$ cat config.mk
export PLATFORM = sky130hd
export DESIGN_NAME = tcm_top
export DESIGN_NICKNAME = d
export VERILOG_FILES = /design/src/tcm_pkg.sv /design/src/tcm_channel.sv /design/src/tcm_top.sv
export VERILOG_INCLUDE_DIRS = /design/src
export SDC_FILE = /design/constraint.sdc
export NUM_CORES = 1
export LEC_CHECK = 0
export BUFFER_PORTS_ARGS = -buffer_cell sky130_fd_sc_hd__clkbuf_2
export CELL_PAD_IN_SITES_DETAIL_PLACEMENT = 1
export CELL_PAD_IN_SITES_GLOBAL_PLACEMENT = 2
export CORE_MARGIN = 1.5
export CORE_UTILIZATION = 41
export DETAILED_ROUTE_END_ITERATION = 6
export GPL_TIMING_DRIVEN = 0
export HOLD_SLACK_MARGIN = 0.06
export PLACE_DENSITY = 0.91
export SYNTH_ARGS = -nofsm -noshare
export SYNTH_HDL_FRONTEND = slang
export SYNTH_HIERARCHICAL = 1
export SYNTH_SLANG_ARGS = --single-unit
$ cat constraint.sdc
create_clock -name clk -period 7.3 [get_ports clk]
set_input_delay 0.73 -clock clk [delete_from_list [all_inputs] [get_ports clk]]
set_output_delay 0.73 -clock clk [all_outputs]
set_load 0.01 [all_outputs]
$ cat src/tcm_defs.svh
`ifndef TCM_DEFS_SVH
`define TCM_DEFS_SVH

// Register byte addresses
`define TCM_OFF_IRQ 12'hFC0
`define TCM_OFF_IMASK 12'hFC4
`define TCM_OFF_ICTL 12'hFC8
`define TCM_TMR_BASE 6'h3C
`define TCM_SUB_CTL 5'h00
`define TCM_SUB_CNTH 5'h04
`define TCM_SUB_CNTL 5'h08
`define TCM_SUB_RLDH 5'h0C
`define TCM_SUB_RLDL 5'h10

// Control fields
`define TCM_CTL_EN 7
`define TCM_CTL_POL 6
`define TCM_CTL_OE 5
`define TCM_CTL_MHI 3
`define TCM_ICTL_GIE 7

// Interrupt request bit positions
`define TCM_IRQ_TB 6
`define TCM_IRQ_TA 5
`define TCM_IRQ_CONV 0
`define TCM_IRQ_USED 8'h61

// Reset and restart values
`define TCM_CNT_RESTART 16'h0001
`define TCM_CNT_RST 16'h0001
`define TCM_RLD_RST 16'hFFFF
`define TCM_CTL_RST 8'h00

`endif

$ cat src/tcm_pkg.sv
package tcm_pkg;

	typedef enum logic [3:0] {
		MODE_ONE_SHOT,
		MODE_CONTINUOUS,
		MODE_COUNTER,
		MODE_PWM_SINGLE,
		MODE_CAPTURE,
		MODE_COMPARE,
		MODE_GATED,
		MODE_CAPT_CMP,
		MODE_PWM_DUAL,
		MODE_CAPT_RESTART,
		MODE_CMP_COUNTER
	} tcm_mode_t;

	typedef struct packed {
		logic enable;
		logic polarity;
		logic outEn;
		logic modeTop;
		logic [2:0] modeLow;
	} tcm_cfg_t;

endpackage

$ cat src/tcm_channel.sv
`timescale 1ns/1ps
`include "tcm_defs.svh"

module tcm_channel (
	// Clock and reset
	input wire logic clk,
	input wire logic rst,
	// Configuration
	input tcm_pkg::tcm_cfg_t cfg,
	input wire logic [15:0] reload,
	input wire logic loadStb,
	input wire logic [15:0] loadVal,
	// Count sources
	input wire logic pinIn,
	input wire logic cmpIn,
	// State
	output logic [15:0] count,
	output logic reloadEvt,
	output logic outLevel
);
	tcm_pkg::tcm_mode_t mode;
	logic srcNow, srcPrev, edgeHit, counting;
	logic prevPinFf, prevCmpFf, evtFf, outFf;
	logic nxt_prevPin, nxt_prevCmp, nxt_evt, nxt_out;
	logic [15:0] cntFf, nxt_cnt;

	always_comb begin
		mode = tcm_pkg::tcm_mode_t'({cfg.modeTop, cfg.modeLow});
		srcNow = (mode == tcm_pkg::MODE_CMP_COUNTER) ? cmpIn : pinIn;
		srcPrev = (mode == tcm_pkg::MODE_CMP_COUNTER) ? prevCmpFf : prevPinFf;
		edgeHit = cfg.polarity ? (srcNow & ~srcPrev) : (~srcNow & srcPrev);
		counting = cfg.enable & ((mode == tcm_pkg::MODE_COUNTER) |
			(mode == tcm_pkg::MODE_CMP_COUNTER));
		nxt_prevPin = pinIn;
		nxt_prevCmp = cmpIn;
		nxt_evt = 1'b0;
		nxt_cnt = cntFf;
		nxt_out = outFf;
		if (!cfg.enable) begin
			nxt_out = cfg.polarity;
		end
		if (loadStb) begin
			nxt_cnt = loadVal;
		end else if (counting && edgeHit) begin
			if (cntFf == reload) begin
				nxt_cnt = `TCM_CNT_RESTART;
				nxt_evt = 1'b1;
				if (cfg.outEn) begin
					nxt_out = ~outFf;
				end
			end else begin
				nxt_cnt = cntFf + 16'h0001;
			end
		end
	end

	always_ff @(posedge clk or posedge rst) begin
		if (rst) begin
			prevPinFf <= 1'b0;
			prevCmpFf <= 1'b0;
			evtFf <= 1'b0;
			outFf <= 1'b0;
			cntFf <= `TCM_CNT_RST;
		end else begin
			prevPinFf <= nxt_prevPin;
			prevCmpFf <= nxt_prevCmp;
			evtFf <= nxt_evt;
			outFf <= nxt_out;
			cntFf <= nxt_cnt;
		end
	end

	assign count = cntFf;
	assign reloadEvt = evtFf;
	assign outLevel = outFf;
endmodule

$ cat src/tcm_top.sv
// Implementation choice: register access over APB.
`timescale 1ns/1ps
`include "tcm_defs.svh"

// Functional notes
// - In event counting, a count equal to reload raises the interrupt and restarts at 0001H.
// - With the output function enabled, the output pin inverts at every reload.
// - Polarity picks the counted edge and sets the output level while disabled.
// - A software start count holds only for the first pass, later passes start at 0001H.
// - Counted transitions equal current count minus start value.
// - Comparator counting counts comparator edges of the selected polarity.
// - Comparator counting bypasses the prescaler, every selected edge counts.
// - Mode is four bits: low field in bits 2..0 and a separate top bit.
// - Codes 0 to 5 are one-shot, continuous, counter, single PWM, capture, compare.
// - Codes 6 to 10 are gated, capture/compare, dual PWM, capture-restart, comparator.
// - Timer B request reads in bit 6, timer A in bit 5 of the request register.
// - Any request sets its flag; global enable and its mask bit forward it, otherwise it stays for polling.
// - Timer A on pin 0 (input, inverted output) and pin 1; timer B on pins 6 and 7.

module tcm_top (
	// Clock and reset
	input wire logic clk,
	input wire logic rst,
	// APB slave
	input wire logic psel,
	input wire logic penable,
	input wire logic pwrite,
	input wire logic [11:0] paddr,
	input wire logic [31:0] pwdata,
	output logic [31:0] prdata,
	output logic pready,
	output logic pslverr,
	// Event sources
	input wire logic cmpOut,
	input wire logic convDone,
	// Port A timer pins
	input wire logic portAPinZeroIn,
	output logic portAPinZeroOut,
	output logic portAPinZeroOe,
	output logic portAPinOneOut,
	output logic portAPinOneOe,
	input wire logic portAPinSixIn,
	output logic portAPinSixOut,
	output logic portAPinSixOe,
	output logic portAPinSevenOut,
	output logic portAPinSevenOe,
	// Interrupt
	output logic irq
);
	localparam int NCH = 2;

	logic [7:0] ctlFf [NCH];
	logic [7:0] nxt_ctl [NCH];
	logic [7:0] holdHiFf [NCH];
	logic [7:0] nxt_holdHi [NCH];
	logic [15:0] rldFf [NCH];
	logic [15:0] nxt_rld [NCH];
	logic [NCH-1:0] loadStb;
	logic [15:0] loadVal [NCH];
	logic [15:0] chCount [NCH];
	logic [NCH-1:0] chEvt;
	logic [NCH-1:0] chOut;
	logic [NCH-1:0] chPin;

	logic [7:0] irqFf, nxt_irq, maskFf, nxt_mask, ictlFf, nxt_ictl;
	logic [31:0] prdataFf, nxt_prdata;
	logic preadyFf, nxt_pready, pslverrFf, nxt_pslverr, irqOutFf, nxt_irqOut;
	logic [3:0] pinOutFf, nxt_pinOut, pinOeFf, nxt_pinOe;
	logic setup, wrEn, hit, isTmr, ch;
	logic [4:0] sub;
	logic [7:0] rdByte, setBits;

	assign chPin[0] = portAPinZeroIn;
	assign chPin[1] = portAPinSixIn;

	genvar gi;
	generate
		for (gi = 0; gi < NCH; gi++) begin : g_ch
			tcm_channel u_ch (
				.clk(clk),
				.rst(rst),
				.cfg(tcm_pkg::tcm_cfg_t'({ctlFf[gi][`TCM_CTL_EN], ctlFf[gi][`TCM_CTL_POL],
					ctlFf[gi][`TCM_CTL_OE], ctlFf[gi][`TCM_CTL_MHI], ctlFf[gi][2:0]})),
				.reload(rldFf[gi]),
				.loadStb(loadStb[gi]),
				.loadVal(loadVal[gi]),
				.pinIn(chPin[gi]),
				.cmpIn(cmpOut),
				.count(chCount[gi]),
				.reloadEvt(chEvt[gi]),
				.outLevel(chOut[gi])
			);
		end
	endgenerate

	// Address decode and read mux
	always_comb begin
		setup = psel & ~penable;
		wrEn = psel & penable & preadyFf & pwrite;
		isTmr = (paddr[11:6] == `TCM_TMR_BASE) & (paddr[1:0] == 2'b00);
		ch = paddr[5];
		sub = paddr[4:0];
		hit = 1'b1;
		rdByte = 8'h00;
		if (isTmr) begin
			case (sub)
				`TCM_SUB_CTL: rdByte = ctlFf[ch];
				`TCM_SUB_CNTH: rdByte = chCount[ch][15:8];
				`TCM_SUB_CNTL: rdByte = chCount[ch][7:0];
				`TCM_SUB_RLDH: rdByte = rldFf[ch][15:8];
				`TCM_SUB_RLDL: rdByte = rldFf[ch][7:0];
				default: hit = 1'b0;
			endcase
		end else begin
			case (paddr)
				`TCM_OFF_IRQ: rdByte = irqFf;
				`TCM_OFF_IMASK: rdByte = maskFf;
				`TCM_OFF_ICTL: rdByte = ictlFf;
				default: hit = 1'b0;
			endcase
		end
	end

	// Bus answer: ready in the first access cycle
	always_comb begin
		nxt_pready = setup;
		nxt_prdata = setup ? {24'h000000, rdByte} : prdataFf;
		nxt_pslverr = setup & ~hit;
	end

	// Timer configuration registers
	always_comb begin
		for (int i = 0; i < NCH; i++) begin
			nxt_ctl[i] = ctlFf[i];
			nxt_holdHi[i] = holdHiFf[i];
			nxt_rld[i] = rldFf[i];
			loadStb[i] = 1'b0;
			loadVal[i] = {holdHiFf[i], pwdata[7:0]};
			if (wrEn && isTmr && ch == i[0]) begin
				case (sub)
					`TCM_SUB_CTL: nxt_ctl[i] = pwdata[7:0];
					`TCM_SUB_CNTH: nxt_holdHi[i] = pwdata[7:0];
					`TCM_SUB_CNTL: loadStb[i] = 1'b1;
					`TCM_SUB_RLDH: nxt_rld[i][15:8] = pwdata[7:0];
					`TCM_SUB_RLDL: nxt_rld[i][7:0] = pwdata[7:0];
					default: nxt_ctl[i] = ctlFf[i];
				endcase
			end
		end
	end

	always_ff @(posedge clk or posedge rst) begin
		if (rst) begin
			for (int i = 0; i < NCH; i++) begin
				ctlFf[i] <= `TCM_CTL_RST;
				holdHiFf[i] <= 8'h00;
				rldFf[i] <= `TCM_RLD_RST;
			end
		end else begin
			for (int i = 0; i < NCH; i++) begin
				ctlFf[i] <= nxt_ctl[i];
				holdHiFf[i] <= nxt_holdHi[i];
				rldFf[i] <= nxt_rld[i];
			end
		end
	end

	// Interrupt flags, mask and global enable
	always_comb begin
		setBits = 8'h00;
		setBits[`TCM_IRQ_TB] = chEvt[1];
		setBits[`TCM_IRQ_TA] = chEvt[0];
		setBits[`TCM_IRQ_CONV] = convDone;
		nxt_irq = irqFf;
		nxt_mask = maskFf;
		nxt_ictl = ictlFf;
		if (wrEn && !isTmr) begin
			case (paddr)
				`TCM_OFF_IRQ: nxt_irq = irqFf & ~pwdata[7:0];
				`TCM_OFF_IMASK: nxt_mask = pwdata[7:0] & `TCM_IRQ_USED;
				`TCM_OFF_ICTL: nxt_ictl = {pwdata[`TCM_ICTL_GIE], 7'h00};
				default: nxt_irq = irqFf;
			endcase
		end
		// set beats clear; reserved bits never set
		nxt_irq = (nxt_irq | setBits) & `TCM_IRQ_USED;
		nxt_irqOut = ictlFf[`TCM_ICTL_GIE] & (|(irqFf & maskFf));
	end

	// Pin drive; shared pins carry the inverted output
	always_comb begin
		nxt_pinOut = {chOut[1], ~chOut[1], chOut[0], ~chOut[0]};
		nxt_pinOe = {ctlFf[1][`TCM_CTL_OE], ctlFf[1][`TCM_CTL_OE],
			ctlFf[0][`TCM_CTL_OE], ctlFf[0][`TCM_CTL_OE]};
	end

	always_ff @(posedge clk or posedge rst) begin
		if (rst) begin
			irqFf <= 8'h00;
			maskFf <= 8'h00;
			ictlFf <= 8'h00;
			irqOutFf <= 1'b0;
			prdataFf <= 32'h00000000;
			preadyFf <= 1'b0;
			pslverrFf <= 1'b0;
			pinOutFf <= 4'h0;
			pinOeFf <= 4'h0;
		end else begin
			irqFf <= nxt_irq;
			maskFf <= nxt_mask;
			ictlFf <= nxt_ictl;
			irqOutFf <= nxt_irqOut;
			prdataFf <= nxt_prdata;
			preadyFf <= nxt_pready;
			pslverrFf <= nxt_pslverr;
			pinOutFf <= nxt_pinOut;
			pinOeFf <= nxt_pinOe;
		end
	end

	assign prdata = prdataFf;
	assign pready = preadyFf;
	assign pslverr = pslverrFf;
	assign irq = irqOutFf;
	assign portAPinZeroOut = pinOutFf[0];
	assign portAPinOneOut = pinOutFf[1];
	assign portAPinSixOut = pinOutFf[2];
	assign portAPinSevenOut = pinOutFf[3];
	assign portAPinZeroOe = pinOeFf[0];
	assign portAPinOneOe = pinOeFf[1];
	assign portAPinSixOe = pinOeFf[2];
	assign portAPinSevenOe = pinOeFf[3];
endmodule

==> impl_metrics.csv <==
group,metric,value,unit
power,seq_power_share,43.1,%
routing,first_pass_iters,5,
final_layout,layout_common_cells,"dfrtp_1, mux2_2, clkbuf_2",
synthesis,syn_avg_cell_area,10.6,um2
synthesis,synth_area,7370,um2
clock_network,post-cts-setup-buffers,0,
synthesis,ys_seq_elements,128,
setup_path,arrival,3.75,ns
timing,fin_tns_setup,0,ns
clock_network,cts_resized,0,
final_layout,layout_commonest_cell,"dfrtp_1",
global_routing,antenna_found_initial,0,
clock_network,cts_made_buffers,17,
routing,drt-initial-drc-count,531,
clock_network,cts.clk_slew.worst_paths,0.06,ns
synthesis,synth_edf_count,0,
timing,slew_violations,0,
hold_path,holdCritPathClass,"in2async",
synthesis,yosysWarnings,6,
routing,routed-via-count,6288,
setup_path,cp_cell_sequence,"clkbuf_2, or4_4, nor4_1, nor3b_1, clkbuf_1, clkbuf_1, a21oi_1, a32oi_1",
routing,vias_per_cell,6.15,
setup_path,cpMostUsedCell,"clkbuf_1",
power,p_per_area,193,nW/um2
final_layout,n_antenna_cell,0,
floorplanning,dieArea,18800,um2
final_layout,fin_nets,840,
floorplanning,io_pins,96,
synthesis,synth-async-reset-ratio,100,%
synthesis,ys_types,58,
final_layout,area_delta_synth_final,16.5,%
run,maxCapViolations,0,
power,p_leak,3.77,nW
power,swShare,23.6,%
power,power.switching,0.391,mW
floorplanning,core,17400,um2
clock_network,cts_tree,"yes",
setup_path,cp_max_fo,10,
clock_network,cts_hold_buffers,0,
clock_network,cts.htree.levels,4,
setup_path,start_kind,"input pin",
power,p_clk_share,51.3,%
timing,finalSetupViolations,0,
timing,fmax,0.293,GHz
timing,finalHoldViolations,0,
power,irDropWorstVdd,0.151,mV
placement,port_buffers,45,
placement,gp_congestion,0.907,
final_layout,final_layout_size_suffix_gt1_share,30.4,%
global_routing,grt_overflow_total,0,
synthesis,netlist_instances,697,
power,power_frac_comb,5.6,%
setup_path,path_class,"in2reg",
synthesis,ys.flop_type,"dfrtp_1",
outcome,status,"finished clean",
setup_path,cp_data_required_time,7.64,ns
power,p_int,1.27,mW
placement,dp_hpwl,18100,um
timing,relSlewSlack,37.8,%
clock_network,clockBufferDepth,2,
global_routing,grt_pass1_wl,39000,um
synthesis,ys_seq_area_share,44.1,%
routing,drtAntennaViolNets,0,
clock_network,clock_sinks,128,
routing,routed_wl,25300,um
setup_path,slowest_delay,0.58,ns
clock_network,clock_insertion_delay_worst_skew,0.43,ns
floorplanning,start_util,42.3,%
floorplanning,rows,48,
floorplanning,chipWidth,137,um
clock_network,cts_root_buf,"clkbuf_16",
power,total_power,1.66,mW
global_routing,grt_pass1_vias,6599,
timing,fin_crit_sh,46.8,%
final_layout,fillers,1932,
setup_path,cp-end-kind,"register",
floorplanning,die_h,137,um
routing,drcViolationCount,0,
global_routing,track_usage,28.3,%
setup_path,critPathSlowestCell,"or4_4",
timing,worst-slew-pin-transition,0.932,ns
timing,period_needed,3.41,ns
routing,wl_per_cell,24.7,um
timing,rsz0062_at_grt,"false",
global_routing,grt_max_degree,72,
timing,finalClockSkew,0.00566,ns
-- cells by family after synthesis --
family	count (synthesis)	synth area share [%]
XOR/XNOR	32	3.81
AND/OR/NAND/NOR	223	17.4
adder cells (fa/ha/maj)	2	0.340
buffers and inverters	93	6.40
AO/OA/AOI/OAI	112	11.1
multiplexers	106	16.9
flip-flops	128	44.1
other	1	0.0509
-- layout make-up --
class	count	area [um2]	area share, %
multi-input combinational	499	3740	43.6
sequential	128	3250	37.8
clock buffer	22	474	5.53
buffer	66	370	4.32
tap	225	282	3.28
timing repair buffer	46	253	2.95
clock inverter	9	109	1.27
inverter	27	104	1.21
-- synth_stat cells, types with 25 or more instances --
cell | instances | area share (%)
mux2_2 | 67 | 10
xor2_1 | 32 | 3.8
mux2i_1 | 31 | 4.2
a21oi_1 | 25 | 1.7
dfrtp_1 | 94 | 32
inv_1 | 27 | 1.4
dfstp_2 | 34 | 12
buf_4 | 26 | 2.6
clkbuf_1 | 25 | 1.3
nand3_1 | 30 | 2.0
o21ai_0 | 25 | 1.7
nor3_1 | 42 | 2.9
nand2_1 | 43 | 2.2
-- metrics by stage --
stage	cell area [um2]	setup WS (ns)	std cells	hold slack, ns	utilization [%]
floorplan	7450	4.34	720	0.384	-
global placement	7960	3.19	990	0.406	45.7
detailed placement	7990	3.49	991	0.431	45.9
CTS	8570	3.95	1022	0.284	49.2
global route	8580	3.74	1022	0.294	49.3
finish	8580	3.89	1022	0.276	49.3
-- state kept, by name, indices dropped and copies added, names as in the netlist --
name / flops
maskFf: 3
pslverr: 1
holdHiFf: 16
g_ch.u_ch/prevCmpFf: 2
g_ch.u_ch/reloadEvt: 2
g_ch.u_ch/count: 32
g_ch.u_ch/outLevel: 2
irqFf: 3
pinOeFf: 2
rldFf: 32
pinOutFf: 4
ictlFf: 1
pready: 1
ctlFf: 16
irq: 1
g_ch.u_ch/prevPinFf: 2
prdata: 8
-- per-layer routing --
metal  vias up  global-route usage, %  wire length (um)
met5         -                   1.94                 0
met4         0                   13.7              1050
met3        78                   5.63              1680
met2       286                   47.2             12200
met1      3201                   34.9             10300
li1       2723                      -                 -
-- power by group through the flow --
stage          registers (mW)  logic, mW  clock network, mW
3_5_place_dp            0.727     0.0914                  0
6_report                0.715     0.0926              0.851
3_3_place_gp            0.726     0.0874                  0
2_1_floorplan           0.727     0.0527                  0
5_1_grt                 0.715     0.0997              0.888
4_1_cts                 0.715     0.0916              0.859
-- critical path: cells and delay by family --
kind,cells,cell delay [ns]
AOI/OAI and AO/OA,2,0.35
buffers and inverters,3,1.11
and+or+nand+nor,3,1.56
-- final timing paths --
path | startpoint | to | slack [ns] | cells after the start
max | paddr[1] | g_ch[0].u_ch/count[13] | 3.89 | 8
min | rst | holdHiFf[8] | 0.28 | 2
max reg2reg | pready | g_ch[0].u_ch/count[13] | 4.22 | 7
min reg2reg | g_ch[0].u_ch/outLevel | pinOutFf[1] | 0.44 | 0
max in group asynchronous | rst | g_ch[0].u_ch/outLevel | 6.17 | 2
min in group clk | g_ch[0].u_ch/outLevel | pinOutFf[1] | 0.44 | 0
No activity file was read; power rests on OpenSTA's default activity.
